==> src/ptp_port_params.svh <==
// Offsets, field positions, reset values and constants of the port status
// block. Assumes a 32-bit register port with an 8-bit byte address.
`ifndef PTP_PORT_PARAMS_SVH
`define PTP_PORT_PARAMS_SVH

`define REG_MODE_OFS     8'h00
`define REG_CTRL_OFS     8'h04
`define REG_STATE_OFS    8'h08
`define REG_SERVO_OFS    8'h0C
`define REG_ID_HI_OFS    8'h10
`define REG_ID_LO_OFS    8'h14

`define MODE_RESET       2'h1
`define CTRL_RESTART_BIT 0
`define EUI_FILL         16'hFFFE

`endif

==> src/ptp_port_pkg.sv <==
// Types shared by the port status block and its surroundings.
// Assumes the message classifier upstream tags each frame with a class.
package ptp_port_pkg;

    typedef enum logic [3:0] {
        PS_INITIALIZING, PS_FAULTY, PS_DISABLED, PS_LISTENING,
        PS_PRE_MASTER, PS_MASTER, PS_PASSIVE, PS_UNCALIBRATED,
        PS_SLAVE, PS_GRAND_MASTER, PS_ERROR
    } port_state_e;

    typedef enum logic [1:0] {
        SV_UNLOCKED, SV_SYNCHRONIZING, SV_LOCKED, SV_NOT_APPLICABLE
    } servo_e;

    typedef enum logic [1:0] {
        OM_OFF, OM_AUTOMATIC, OM_SLAVE_ONLY, OM_RESERVED
    } op_mode_e;

    typedef enum logic [3:0] {
        MC_SYNC, MC_DELAY_REQ, MC_PDELAY_REQ, MC_PDELAY_RESP,
        MC_FOLLOW_UP, MC_DELAY_RESP, MC_PDELAY_FUP, MC_ANNOUNCE,
        MC_SIGNALING, MC_MANAGEMENT
    } msg_cls_e;

    typedef enum logic [2:0] {
        RS_NONE, RS_MASTER, RS_GRAND_MASTER, RS_SLAVE, RS_PASSIVE
    } rec_state_e;

    typedef struct packed {
        logic     valid;
        msg_cls_e cls;
        logic     mgmt_reply;
    } msg_s;

endpackage : ptp_port_pkg

==> src/ptp_port_status.sv <==
// Precision-time port state machine, message gating, servo status and best
// master identity. Assumes all event inputs come from logic on clk_sys_i,
// and that a register master drives one-cycle strobes.
`include "ptp_port_params.svh"

// Function
// Faulty port sends only management replies to received management.
// Port fault stays local; unconfined fault drives every port faulty.
// Disabled port sends nothing and drops all received but management.
// Disabled port never influences other ports.
// Listening waits for announce timeout or a master's announce.
// Listening sends only peer delay, signaling or management replies.
// Pre-master acts as master but sends peer delay, signaling, management.
// Master state operates fully as a master port.
// Passive sends only peer delay, signaling or management replies.
// Master selection passes through uncalibrated: servo init, data update.
// Slave state synchronizes the clock to the selected master.
// Grandmaster only in automatic mode after another device was master.
// Reported state shows error whenever any port is in error; the code shows it only while this port's state is error.
// Servo status is unlocked, synchronizing, locked or not applicable.
// The identity of the current best master is reported.
// Identity is MAC upper bytes, FFFE, then MAC lower bytes.
// Initializing sends nothing; one port initializing means all are.
// Operating mode selects off, automatic, or slave-only operation.
// Port state and servo status are readable codes at any time.
module ptp_port_status (
    input  wire logic                  clk_sys_i,
    input  wire logic                  nrst_i,
    input  wire logic [7:0]            reg_addr_i,
    input  wire logic [31:0]           reg_wdata_i,
    input  wire logic                  reg_wr_i,
    input  wire logic                  reg_rd_i,
    output logic      [31:0]           reg_rdata_o,
    input  wire ptp_port_pkg::msg_s    tx_req_i,
    output logic                       tx_grant_o,
    input  wire ptp_port_pkg::msg_s    rx_msg_i,
    output logic                       rx_accept_o,
    input  wire logic                  announce_rx_i,
    input  wire logic                  announce_tmo_i,
    input  wire logic                  qual_tmo_i,
    input  wire ptp_port_pkg::rec_state_e rec_state_i,
    input  wire logic [47:0]           master_mac_i,
    input  wire logic [47:0]           local_mac_i,
    input  wire logic                  fault_detect_i,
    input  wire logic                  fault_clear_i,
    input  wire logic                  fault_unconfined_i,
    input  wire logic                  peer_init_i,
    input  wire logic                  port_error_i,
    input  wire logic                  servo_ready_i,
    input  wire logic                  servo_locked_i,
    output logic                       servo_init_o,
    output logic                       init_all_o,
    output logic                       fault_all_o,
    output ptp_port_pkg::port_state_e  time_port_state_o,
    output ptp_port_pkg::servo_e       clock_servo_condition_o
);

    ptp_port_pkg::port_state_e state_r, state_nxt;
    ptp_port_pkg::servo_e      servo_r, servo_nxt;
    ptp_port_pkg::op_mode_e    mode_r, mode_nxt;
    logic [63:0]               best_master_identity_r, id_nxt;
    logic                      seen_master_r, seen_nxt;
    logic                      servo_init_r, servo_init_nxt;
    logic [31:0]               rdata_r, rdata_nxt;
    logic                      restart;
    logic                      active;
    logic                      reported_error;

    // Software restart of the protocol, a one-cycle pulse.
    assign restart = reg_wr_i && (reg_addr_i == `REG_CTRL_OFS)
                     && reg_wdata_i[`CTRL_RESTART_BIT];
    assign active  = (mode_r == ptp_port_pkg::OM_AUTOMATIC)
                     || (mode_r == ptp_port_pkg::OM_SLAVE_ONLY);

    // Port state transitions. Initialization and fault take priority over
    // every state decision, so no decision can slip past them.
    always_comb
    begin
        state_nxt      = state_r;
        seen_nxt       = seen_master_r;
        servo_init_nxt = 1'b0;
        if (restart || !active)
        begin
            // An off mode parks the port in disabled at once, without initializing.
            state_nxt = active ? ptp_port_pkg::PS_INITIALIZING
                               : ptp_port_pkg::PS_DISABLED;
            seen_nxt  = active && announce_rx_i;
        end
        else if (peer_init_i)
            state_nxt = ptp_port_pkg::PS_INITIALIZING;
        else if (port_error_i)
            state_nxt = ptp_port_pkg::PS_ERROR;
        else if (fault_detect_i || fault_unconfined_i)
            state_nxt = ptp_port_pkg::PS_FAULTY;
        else
        begin
            case (state_r)
                ptp_port_pkg::PS_INITIALIZING,
                ptp_port_pkg::PS_DISABLED:
                    state_nxt = ptp_port_pkg::PS_LISTENING;
                ptp_port_pkg::PS_FAULTY,
                ptp_port_pkg::PS_ERROR:
                    if (fault_clear_i)
                        state_nxt = ptp_port_pkg::PS_INITIALIZING;
                ptp_port_pkg::PS_LISTENING:
                begin
                    // Only a timeout or a master's announce leaves here.
                    if (announce_rx_i && rec_state_i == ptp_port_pkg::RS_SLAVE)
                        state_nxt = ptp_port_pkg::PS_UNCALIBRATED;
                    else if (announce_tmo_i
                             && mode_r == ptp_port_pkg::OM_AUTOMATIC)
                        state_nxt = ptp_port_pkg::PS_PRE_MASTER;
                end
                ptp_port_pkg::PS_PRE_MASTER:
                    if (qual_tmo_i)
                        state_nxt = ptp_port_pkg::PS_MASTER;
                ptp_port_pkg::PS_UNCALIBRATED:
                    if (servo_ready_i)
                        state_nxt = ptp_port_pkg::PS_SLAVE;
                default:
                    state_nxt = state_r;
            endcase
            // State decision events from the best master selection.
            if (state_r != ptp_port_pkg::PS_INITIALIZING
                && state_r != ptp_port_pkg::PS_DISABLED
                && state_r != ptp_port_pkg::PS_FAULTY
                && state_r != ptp_port_pkg::PS_ERROR
                && state_r != ptp_port_pkg::PS_LISTENING)
            begin
                case (rec_state_i)
                    // A held recommendation must not pin the transient
                    // states that their own events leave.
                    ptp_port_pkg::RS_SLAVE:
                        if (state_r != ptp_port_pkg::PS_SLAVE
                            && state_r != ptp_port_pkg::PS_UNCALIBRATED)
                            state_nxt = ptp_port_pkg::PS_UNCALIBRATED;
                    ptp_port_pkg::RS_MASTER:
                        if (mode_r == ptp_port_pkg::OM_AUTOMATIC
                            && state_r != ptp_port_pkg::PS_MASTER
                            && state_r != ptp_port_pkg::PS_PRE_MASTER)
                            state_nxt = ptp_port_pkg::PS_PRE_MASTER;
                    ptp_port_pkg::RS_GRAND_MASTER:
                        if (mode_r == ptp_port_pkg::OM_AUTOMATIC
                            && seen_master_r)
                            state_nxt = ptp_port_pkg::PS_GRAND_MASTER;
                    ptp_port_pkg::RS_PASSIVE:
                        state_nxt = ptp_port_pkg::PS_PASSIVE;
                    default:
                        ;
                endcase
            end
            // A foreign master seen by this port arms the grandmaster path.
            if (announce_rx_i)
                seen_nxt = 1'b1;
            if (state_nxt == ptp_port_pkg::PS_UNCALIBRATED
                && state_r != ptp_port_pkg::PS_UNCALIBRATED)
                servo_init_nxt = 1'b1;
        end
    end

    always_ff @(posedge clk_sys_i)
    begin
        if (!nrst_i)
        begin
            state_r       <= ptp_port_pkg::PS_INITIALIZING;
            seen_master_r <= 1'b0;
            servo_init_r  <= 1'b0;
        end
        else
        begin
            state_r       <= state_nxt;
            seen_master_r <= seen_nxt;
            servo_init_r  <= servo_init_nxt;
        end
    end

    // Servo condition follows the state; locked only while slaving.
    always_comb
    begin
        case (state_nxt)
            ptp_port_pkg::PS_UNCALIBRATED:
                servo_nxt = ptp_port_pkg::SV_UNLOCKED;
            ptp_port_pkg::PS_SLAVE:
                servo_nxt = servo_locked_i ? ptp_port_pkg::SV_LOCKED
                          : ptp_port_pkg::SV_SYNCHRONIZING;
            default:
                servo_nxt = ptp_port_pkg::SV_NOT_APPLICABLE;
        endcase
    end

    // Best master identity: the selected master while slaving, else this
    // clock itself when it masters. Held otherwise so software sees history.
    always_comb
    begin
        id_nxt = best_master_identity_r;
        if (servo_init_nxt)
            id_nxt = {master_mac_i[47:24], `EUI_FILL,
                      master_mac_i[23:0]};
        else if (state_nxt == ptp_port_pkg::PS_MASTER
                 || state_nxt == ptp_port_pkg::PS_GRAND_MASTER)
            id_nxt = {local_mac_i[47:24], `EUI_FILL,
                      local_mac_i[23:0]};
    end

    always_ff @(posedge clk_sys_i)
    begin
        if (!nrst_i)
        begin
            servo_r                <= ptp_port_pkg::SV_NOT_APPLICABLE;
            best_master_identity_r <= 64'h0000_0000_0000_0000;
        end
        else
        begin
            servo_r                <= servo_nxt;
            best_master_identity_r <= id_nxt;
        end
    end

    // Register port: mode is writable, control takes the restart strobe and reads zero, the rest reads back state.
    // Unmapped addresses read zero and ignore writes.
    always_comb
    begin
        mode_nxt  = mode_r;
        rdata_nxt = 32'h0000_0000;
        if (reg_wr_i && reg_addr_i == `REG_MODE_OFS)
            mode_nxt = ptp_port_pkg::op_mode_e'(reg_wdata_i[1:0]);
        if (reg_rd_i)
        begin
            case (reg_addr_i)
                `REG_MODE_OFS:  rdata_nxt = {30'h0, mode_r};
                `REG_STATE_OFS: rdata_nxt = {28'h0, reported_error ?
                                ptp_port_pkg::PS_ERROR : state_r};
                `REG_SERVO_OFS: rdata_nxt = {30'h0, servo_r};
                `REG_ID_HI_OFS: rdata_nxt = best_master_identity_r[63:32];
                `REG_ID_LO_OFS: rdata_nxt = best_master_identity_r[31:0];
                default:        rdata_nxt = 32'h0000_0000;
            endcase
        end
    end

    always_ff @(posedge clk_sys_i)
    begin
        if (!nrst_i)
        begin
            mode_r  <= ptp_port_pkg::op_mode_e'(`MODE_RESET);
            rdata_r <= 32'h0000_0000;
        end
        else
        begin
            mode_r  <= mode_nxt;
            rdata_r <= rdata_nxt;
        end
    end

    assign reported_error = (state_r == ptp_port_pkg::PS_ERROR);

    // Transmit gate per state. Combinational so a request is judged in the
    // same cycle it is offered; the state it reads is registered.
    always_comb
    begin
        logic peer;
        peer = tx_req_i.cls == ptp_port_pkg::MC_PDELAY_REQ
            || tx_req_i.cls == ptp_port_pkg::MC_PDELAY_RESP
            || tx_req_i.cls == ptp_port_pkg::MC_PDELAY_FUP
            || tx_req_i.cls == ptp_port_pkg::MC_SIGNALING;
        case (state_r)
            ptp_port_pkg::PS_FAULTY,
            ptp_port_pkg::PS_ERROR:
                tx_grant_o = tx_req_i.cls == ptp_port_pkg::MC_MANAGEMENT
                             && tx_req_i.mgmt_reply;
            ptp_port_pkg::PS_LISTENING,
            ptp_port_pkg::PS_PASSIVE:
                tx_grant_o = peer
                    || (tx_req_i.cls == ptp_port_pkg::MC_MANAGEMENT
                        && tx_req_i.mgmt_reply);
            ptp_port_pkg::PS_PRE_MASTER:
                tx_grant_o = peer
                    || tx_req_i.cls == ptp_port_pkg::MC_MANAGEMENT;
            ptp_port_pkg::PS_MASTER,
            ptp_port_pkg::PS_GRAND_MASTER,
            ptp_port_pkg::PS_UNCALIBRATED,
            ptp_port_pkg::PS_SLAVE:
                tx_grant_o = 1'b1;
            default:
                tx_grant_o = 1'b0;
        endcase
        tx_grant_o = tx_grant_o && tx_req_i.valid;
    end

    // Receive filter: disabled keeps only management; initializing drops all.
    always_comb
    begin
        case (state_r)
            ptp_port_pkg::PS_DISABLED:
                rx_accept_o = rx_msg_i.cls == ptp_port_pkg::MC_MANAGEMENT;
            ptp_port_pkg::PS_INITIALIZING:
                rx_accept_o = 1'b0;
            default:
                rx_accept_o = 1'b1;
        endcase
        rx_accept_o = rx_accept_o && rx_msg_i.valid;
    end

    // Requests to other ports. A disabled port asserts neither, so it can
    // never drag a neighbour into initializing or faulty.
    assign init_all_o  = (state_r == ptp_port_pkg::PS_INITIALIZING);
    assign fault_all_o = (state_r == ptp_port_pkg::PS_FAULTY)
                         && fault_unconfined_i;
    assign servo_init_o            = servo_init_r;
    assign reg_rdata_o             = rdata_r;
    assign time_port_state_o       = state_r;
    assign clock_servo_condition_o = servo_r;
endmodule : ptp_port_status

==> config.mk <==
export PLATFORM = sky130hd
export DESIGN_NAME = ptp_port_status
export DESIGN_NICKNAME = d
export VERILOG_FILES = /design/src/ptp_port_pkg.sv /design/src/ptp_port_status.sv
export VERILOG_INCLUDE_DIRS = /design/src
export SDC_FILE = /design/constraint.sdc
export NUM_CORES = 1
export LEC_CHECK = 0
export BUFFER_PORTS_ARGS = -buffer_cell sky130_fd_sc_hd__buf_2
export CAP_MARGIN = 20
export CORE_ASPECT_RATIO = 0.6
export CORE_MARGIN = 3
export CORE_UTILIZATION = 43
export DETAILED_ROUTE_END_ITERATION = 7
export HOLD_SLACK_MARGIN = 0.06
export PLACE_DENSITY = 0.79
export REMOVE_ABC_BUFFERS = 1
export SETUP_SLACK_MARGIN = 0.4
export SLEW_MARGIN = 20
export SYNTH_ARGS = -nofsm -noshare
export SYNTH_HDL_FRONTEND = slang
export SYNTH_SLANG_ARGS = --single-unit
==> constraint.sdc <==
create_clock -name clk_sys_i -period 5.2 [get_ports clk_sys_i]
set_input_delay 1.04 -clock clk_sys_i [delete_from_list [all_inputs] [get_ports clk_sys_i]]
set_output_delay 1.04 -clock clk_sys_i [all_outputs]
set_load 0.02 [all_outputs]
==> Word level (Yosys, flattened, before mapping) <==
Cells that the tools add are included.
{ "word_totals": {"output_inout_bits": 43, "inputBits": 165, "ff_bits": 105, "word_cells": 128} }
{ "classes": {"muxes": 38, "n_reduce_logical": 40, "n_eq_ne": 43} }
{ "op_table": {"columns": ["cell", "n"], "rows": [
  ["$pmux W32 S5", 1],
  ["$mux W64", 2],
  ["$mux W4", 18],
  ["$eq A4 B3 Y1 const B", 8],
  ["$eq A4 B4 Y1 const B", 8],
  ["$pmux W4 S5", 1],
  ["$logic_and A1 B1 Y1", 19],
  ["$eq A4 B2 Y1 const B", 4],
  ["$eq A8 B4 Y1 const B", 2],
  ["$eq A8 B5 Y1 const B", 2],
  ["$pmux W4 S4", 1],
  ["$ne A4 B3 Y1 const B", 3],
  ["$mux W1", 10],
  ["$logic_or A1 B1 Y1", 9],
  ["$eq A8 B3 Y1 const B", 1],
  ["$logic_not A8 Y1", 1],
  ["$ne A4 B2 Y1 const B", 2],
  ["$ne A4 B4 Y1 const B", 2],
  ["$eq A3 B2 Y1 const B", 2],
  ["$reduce_or A2 Y1", 3],
  ["$eq A4 B1 Y1 const B", 1],
  ["$logic_not A4 Y1", 1],
  ["$mux W2", 2],
  ["$ne A2 B1 Y1 const B", 2],
  ["other kinds (15)", 16]
]} }

==> Depth between registers and ports, before layout <==
{ "logic_depth": {"depth_word": 20, "depth_mapped": 12, "mapped_depth_nobuf": 9} }

==> Worst setup path before layout <==
OpenSTA, ideal clock, no wires.
{ "synth_timing": {"path_type": "in2reg", "from": "input reg_addr_i[0]", "to": "register best_master_identity_r[14]", "required_ns": 5.075, "path_buffers": 2, "arrival_ns": 3.499, "setup_ns": 0.125, "path_stages": 9, "path_slack_ns": 1.575, "cell_sequence": "or4_4 > o41ai_4 > nor2_1 > a2111o_1 > a2111oi_4 > buf_6 > buf_8 > mux2i_1 > o2bb2ai_1"} }
{ "synth_between": {"elab_chain_len": 8, "elab_cells_between_ends": 11, "cone_classes": "eq/ne: 3; mux: 3; reduce/logical: 5"} }
{ "synth_rtl": {"columns": ["element", "line", "text"], "rows": [
  ["from (decl)", "ptp_port_status.sv:29", "input wire logic [7:0] reg_addr_i,"],
  ["$eq A8 B3 Y1 (no line) (*)", null, null],
  ["$logic_and A1 B1 Y1 (*) (2 in a row)", "ptp_port_status.sv:70", "assign restart = reg_wr_i && (reg_addr_i == `REG_CTRL_OFS)"],
  ["$logic_or A1 B1 Y1 (*)", "ptp_port_status.sv:82", "if (restart || !active)"],
  ["$mux W4", "ptp_port_status.sv:82", null],
  ["$eq A4 B3 Y1 / $eq A4 B4 Y1 (equally long branches)", "ptp_port_status.sv:199, ptp_port_status.sv:200", null],
  ["$logic_or A1 B1 Y1", "ptp_port_status.sv:200", "|| state_nxt == ptp_port_pkg::PS_GRAND_MASTER)"],
  ["$reduce_bool A2 Y1 (no line)", null, null],
  ["to (signal assigned)", "ptp_port_status.sv:215", "best_master_identity_r <= id_nxt;"],
  ["to (decl)", "ptp_port_status.sv:61", "logic [63:0] best_master_identity_r, id_nxt;"]
]} }
Every way passes the cells marked *; elsewhere a longest branch is shown, timed or not.
A chain may end at the register's enable or synchronous reset.

==> Worst setup path after layout <==
{ "layout_timing": {"from": "input reg_addr_i[0]", "to": "register best_master_identity_r[11]"} }
Same word-level chain as after synthesis.

==> flow_metrics.py <==
metrics = {
    "yosys": {
        "post_synth_xor_area_fraction_pct": 0,
        "yosys.area_share.simple_pct": 13.4,
        "syn-cell-area_um2": 4130,
        "ys_warn_count": 0,
        "synthAdderAreaFrac_pct": 0.303,
        "synth_seq_cells": 91,
        "postSynthAreaPerCell_um2": 9.91,
        "seq_area_frac_synth_pct": 44.1,
        "yosysUniqueCellTypes": 55,
        "synth_flop_cell": "dfxtp_1",
        "number_of_synthesized_flops_with_an_enable_pin": 0,
        "multiplexer_fraction_of_the_synthesized_cell_area_pct": 16.2,
        "dominant_combinational_cell_family_by_area_after_synthesis": "compound AO/OA/AOI/OAI gates",
        "synthCells": 417,
        "synth_compound_area_share_pct": 21.4,
        "synth-async-reset-ratio_pct": 0,
    },
    "power": {
        "power_leakage_nw": 2.17,
        "cell_internal_pwr_mw": 1.18,
        "seq_power_share_pct": 46.4,
        "share_comb_of_total_power_pct": 7.6,
        "total_switching_power_uw": 335,
        "power.density_nw_per_um2": 282,
        "clock_power_share_pct": 46.0,
        "p_sw_share_pct": 22.1,
        "ir_worst_vdd_mv": 0.196,
    },
    "global_route": {
        "groute.layer.met3.usage_pct": 5.94,
        "gr-usage-all-layers_pct": 20.4,
        "global_route_wire_length_before_repair_um": 17600,
        "grt-ovfl-total": 0,
        "grt_use_met1_pct": 28.4,
        "grt_max_degree": 50,
        "antenna_found_initial": 0,
        "grtUsageMet2_pct": 31.3,
        "grt_most_used_layer": "met2",
        "first_global_vias": 3468,
    },
    "placed_design": {
        "finalWeightedCongestion": 0.915,
        "port-buffer-count": 176,
        "detailedPlacementHpwl_um": 8600,
        "place_inst": 697,
        "dpl-instance-area_um2": 5060,
    },
    "cts": {
        "clock_tree_from_tritoncts": "built",
        "cts.sinks": 91,
        "cts_htree_levels": 3,
        "cts_resized": 0,
        "post-cts-setup-buffer-count": 0,
        "cts.hold.buffers_added": 0,
        "clkTransAtPathRegs_ps": 70,
        "clock_path_buffers": 2,
        "ctsRootBufferMaster": "clkbuf_16",
        "clock_insertion_delay_worst_skew_ps": 330,
        "number_of_buffers_created_by_cts": 9,
    },
    "die": {
        "core_region_area_um2": 9260,
        "floorplan.initialDensity_pct": 44.6,
        "die_w_um": 133,
        "design.die.area_um2": 10900,
        "placement_rows": 27,
        "top_level_ports": 208,
        "die_h_um": 81.9,
    },
    "sta": {
        "final_period_util_pct": 73.3,
        "finalSetupViolations": 0,
        "period_minus_slack_ps": 3810,
        "report.final.slew_viol_count": 0,
        "maxClockFrequency_ghz": 0.262,
        "worst_slew_margin_rel_pct": 32.0,
        "rsz0062_at_grt": "false",
        "fin_skew_ps": 10.2,
        "tightest_slew_ps": 1020,
        "timing_hold_violations_final": 0,
    },
    "worst_hold_path": {
        "whs_endpoint": "reg_rdata_o[4]",
        "holdCritPathClass": "flip-flop to flip-flop",
        "worstHoldStart": "best_master_identity_r[4]",
        "holdPathStages": 2,
    },
    "drt": {
        "drt_pre_antenna_iters": 4,
        "drc_violations_left": 0,
        "wirelength_um": 11600,
        "wl_per_cell_um": 16.2,
        "drt_first_iter_violations": 180,
        "avgViaCountPerCell": 5.34,
        "via_count": 3805,
        "final_ant_viol_nets": 0,
    },
    "layout": {
        "final.fill_count": 845,
        "finish.cell_count_without_fillers": 713,
        "post-route-cell-area_um2": 5380,
        "n_antenna_cell": 0,
        "syn2layout_area_growth_pct": 30.2,
        "drive_gt1_share_pct": 34.6,
        "nets": 744,
    },
    "setup_path": {
        "critPathLaunchType": "input pin",
        "worst-endpoint-arrival_ps": 3990,
        "setup.worst_path.class": "input pin to flip-flop",
        "rr_startpoint": "time_port_state_o[2]",
        "rr_worst_depth": 8,
        "cp.required_ps": 5380,
        "maximum_net_fanout_on_the_critical_path": 29,
        "critical_path.reg2reg.endpoint": "best_master_identity_r[11]",
        "setup.reg_to_reg.worst_slack_ps": 1720,
        "endpoint_kind_of_the_worst_setup_timing_path": "flip-flop",
    },
    "run": {
        "drv.max_cap_violation_count": 0,
    },
    "outcome": {
        "outcome": "finished clean",
    },
}
power groups by stage:
stage                     sequential (mW)  clock, mW  combinational [mW]
after global placement              0.720          0               0.112
after floorplan                     0.720          0              0.0412
after CTS                           0.704      0.714               0.115
after detailed placement            0.720          0               0.114
after global routing                0.704      0.741               0.126
final                               0.704      0.698               0.115
metrics by stage:
stage	hold WS (ps)	util, %	TNS (ps)	worst slack, ps	power [mW]
floorplan	436	-	-13410	-278	0.761
global placement	443	54.6	0	1050	0.832
detailed placement	449	54.6	0	1030	0.835
CTS	458	58.1	0	1380	1.53
global route	485	58.1	0	1240	1.57
finish	456	58.1	0	1390	1.52
cell usage after synthesis (2+ instances only):
library cell	instances	share of area, %
nand4b_1	3	0.64
nand4_1	3	0.45
a31oi_1	5	0.76
a211oi_1	3	0.55
nand3b_1	4	0.73
o21ai_0	4	0.48
o2bb2ai_1	48	10
nand2_1	23	2.1
clkbuf_1	20	1.8
buf_4	3	0.55
a21boi_0	2	0.36
inv_1	12	1.1
nor3b_1	3	0.55
nor3_1	2	0.24
nor4_1	2	0.30
and3_1	4	0.61
a22oi_1	5	0.91
o22ai_1	2	0.30
buf_2	3	0.36
a221oi_1	3	0.64
a21oi_1	24	2.9
dfxtp_1	91	44
or2_2	2	0.30
nor2b_1	6	0.91
nor2_1	31	2.8
nand2b_1	3	0.45
a41oi_1	2	0.42
mux2i_1	67	16
nand3_1	11	1.3
area by class of cell:
cell class	count	area [µm²]	area share, %
inverter	12	45.0	0.837
sequential	91	1820	33.9
tap	130	163	3.02
clock inverter	6	95.1	1.77
timing repair buffer	179	903	16.8
multi-input combinational	285	2120	39.5
clock buffer	10	229	4.26
logic make-up (layout without fill, tap and decap cells):
kind of cell / after synthesis / after routing
AOI/OAI and AO/OA: 111 / 111
adders and majority gates: 1 / 1
buffers and inverters: 41 / 207
DFF: 91 / 91
muxes: 67 / 67
and+or+nand+nor: 106 / 106
registers in the layout, indices dropped and copies added (netlist names):
signal                   count
seen_master_r                1
mode_r                       2
best_master_identity_r      49
clock_servo_condition_o      2
servo_init_o                 1
reg_rdata_o                 32
time_port_state_o            4
worst max-delay path by stage:
stage               slack (ps)                          to          start  cells past startpoint
floorplan                 -280   best_master_identity_r[0]  reg_addr_i[0]                      7
global placement          1050  best_master_identity_r[61]  reg_addr_i[0]                      9
detailed placement        1030  best_master_identity_r[12]  reg_addr_i[0]                      9
CTS                       1380  best_master_identity_r[47]  reg_addr_i[0]                      9
global route              1240  best_master_identity_r[62]  reg_addr_i[0]                      9
finish                    1390  best_master_identity_r[11]  reg_addr_i[0]                      9
worst max-delay path: stages:
cell       delay [ps]
buf_2             100
or4_4             560
o41ai_4           400
nor2_1            190
a2111o_1          430
a2111oi_4         400
buf_4             510
mux2i_1           250
o2bb2ai_1          90
cells in the final DEF, fill, tap and decap left out, types with 3 or more instances in the layout:
cell type / instances
buf_2: 176
dfxtp_1: 91
mux2i_1: 67
o2bb2ai_1: 48
nor2_1: 31
a21oi_1: 24
nand2_1: 23
inv_1: 12
nand3_1: 11
clkbuf_16: 9
nor2b_1: 6
a31oi_1: 5
a22oi_1: 5
o21ai_0: 4
nand3b_1: 4
and3_1: 3
nor3b_1: 3
nand4b_1: 3
nand4_1: 3
nand2b_1: 3
a211oi_1: 3
a221oi_1: 3
buf_4: 3
routing by layer:
layer,part of all wire (%),wire length (µm)
met1,48,5500
met2,45,5200
met3,7.1,821
met4,0.31,36
met5,0,0
Note: power is estimated with default switching activity, not from simulation.
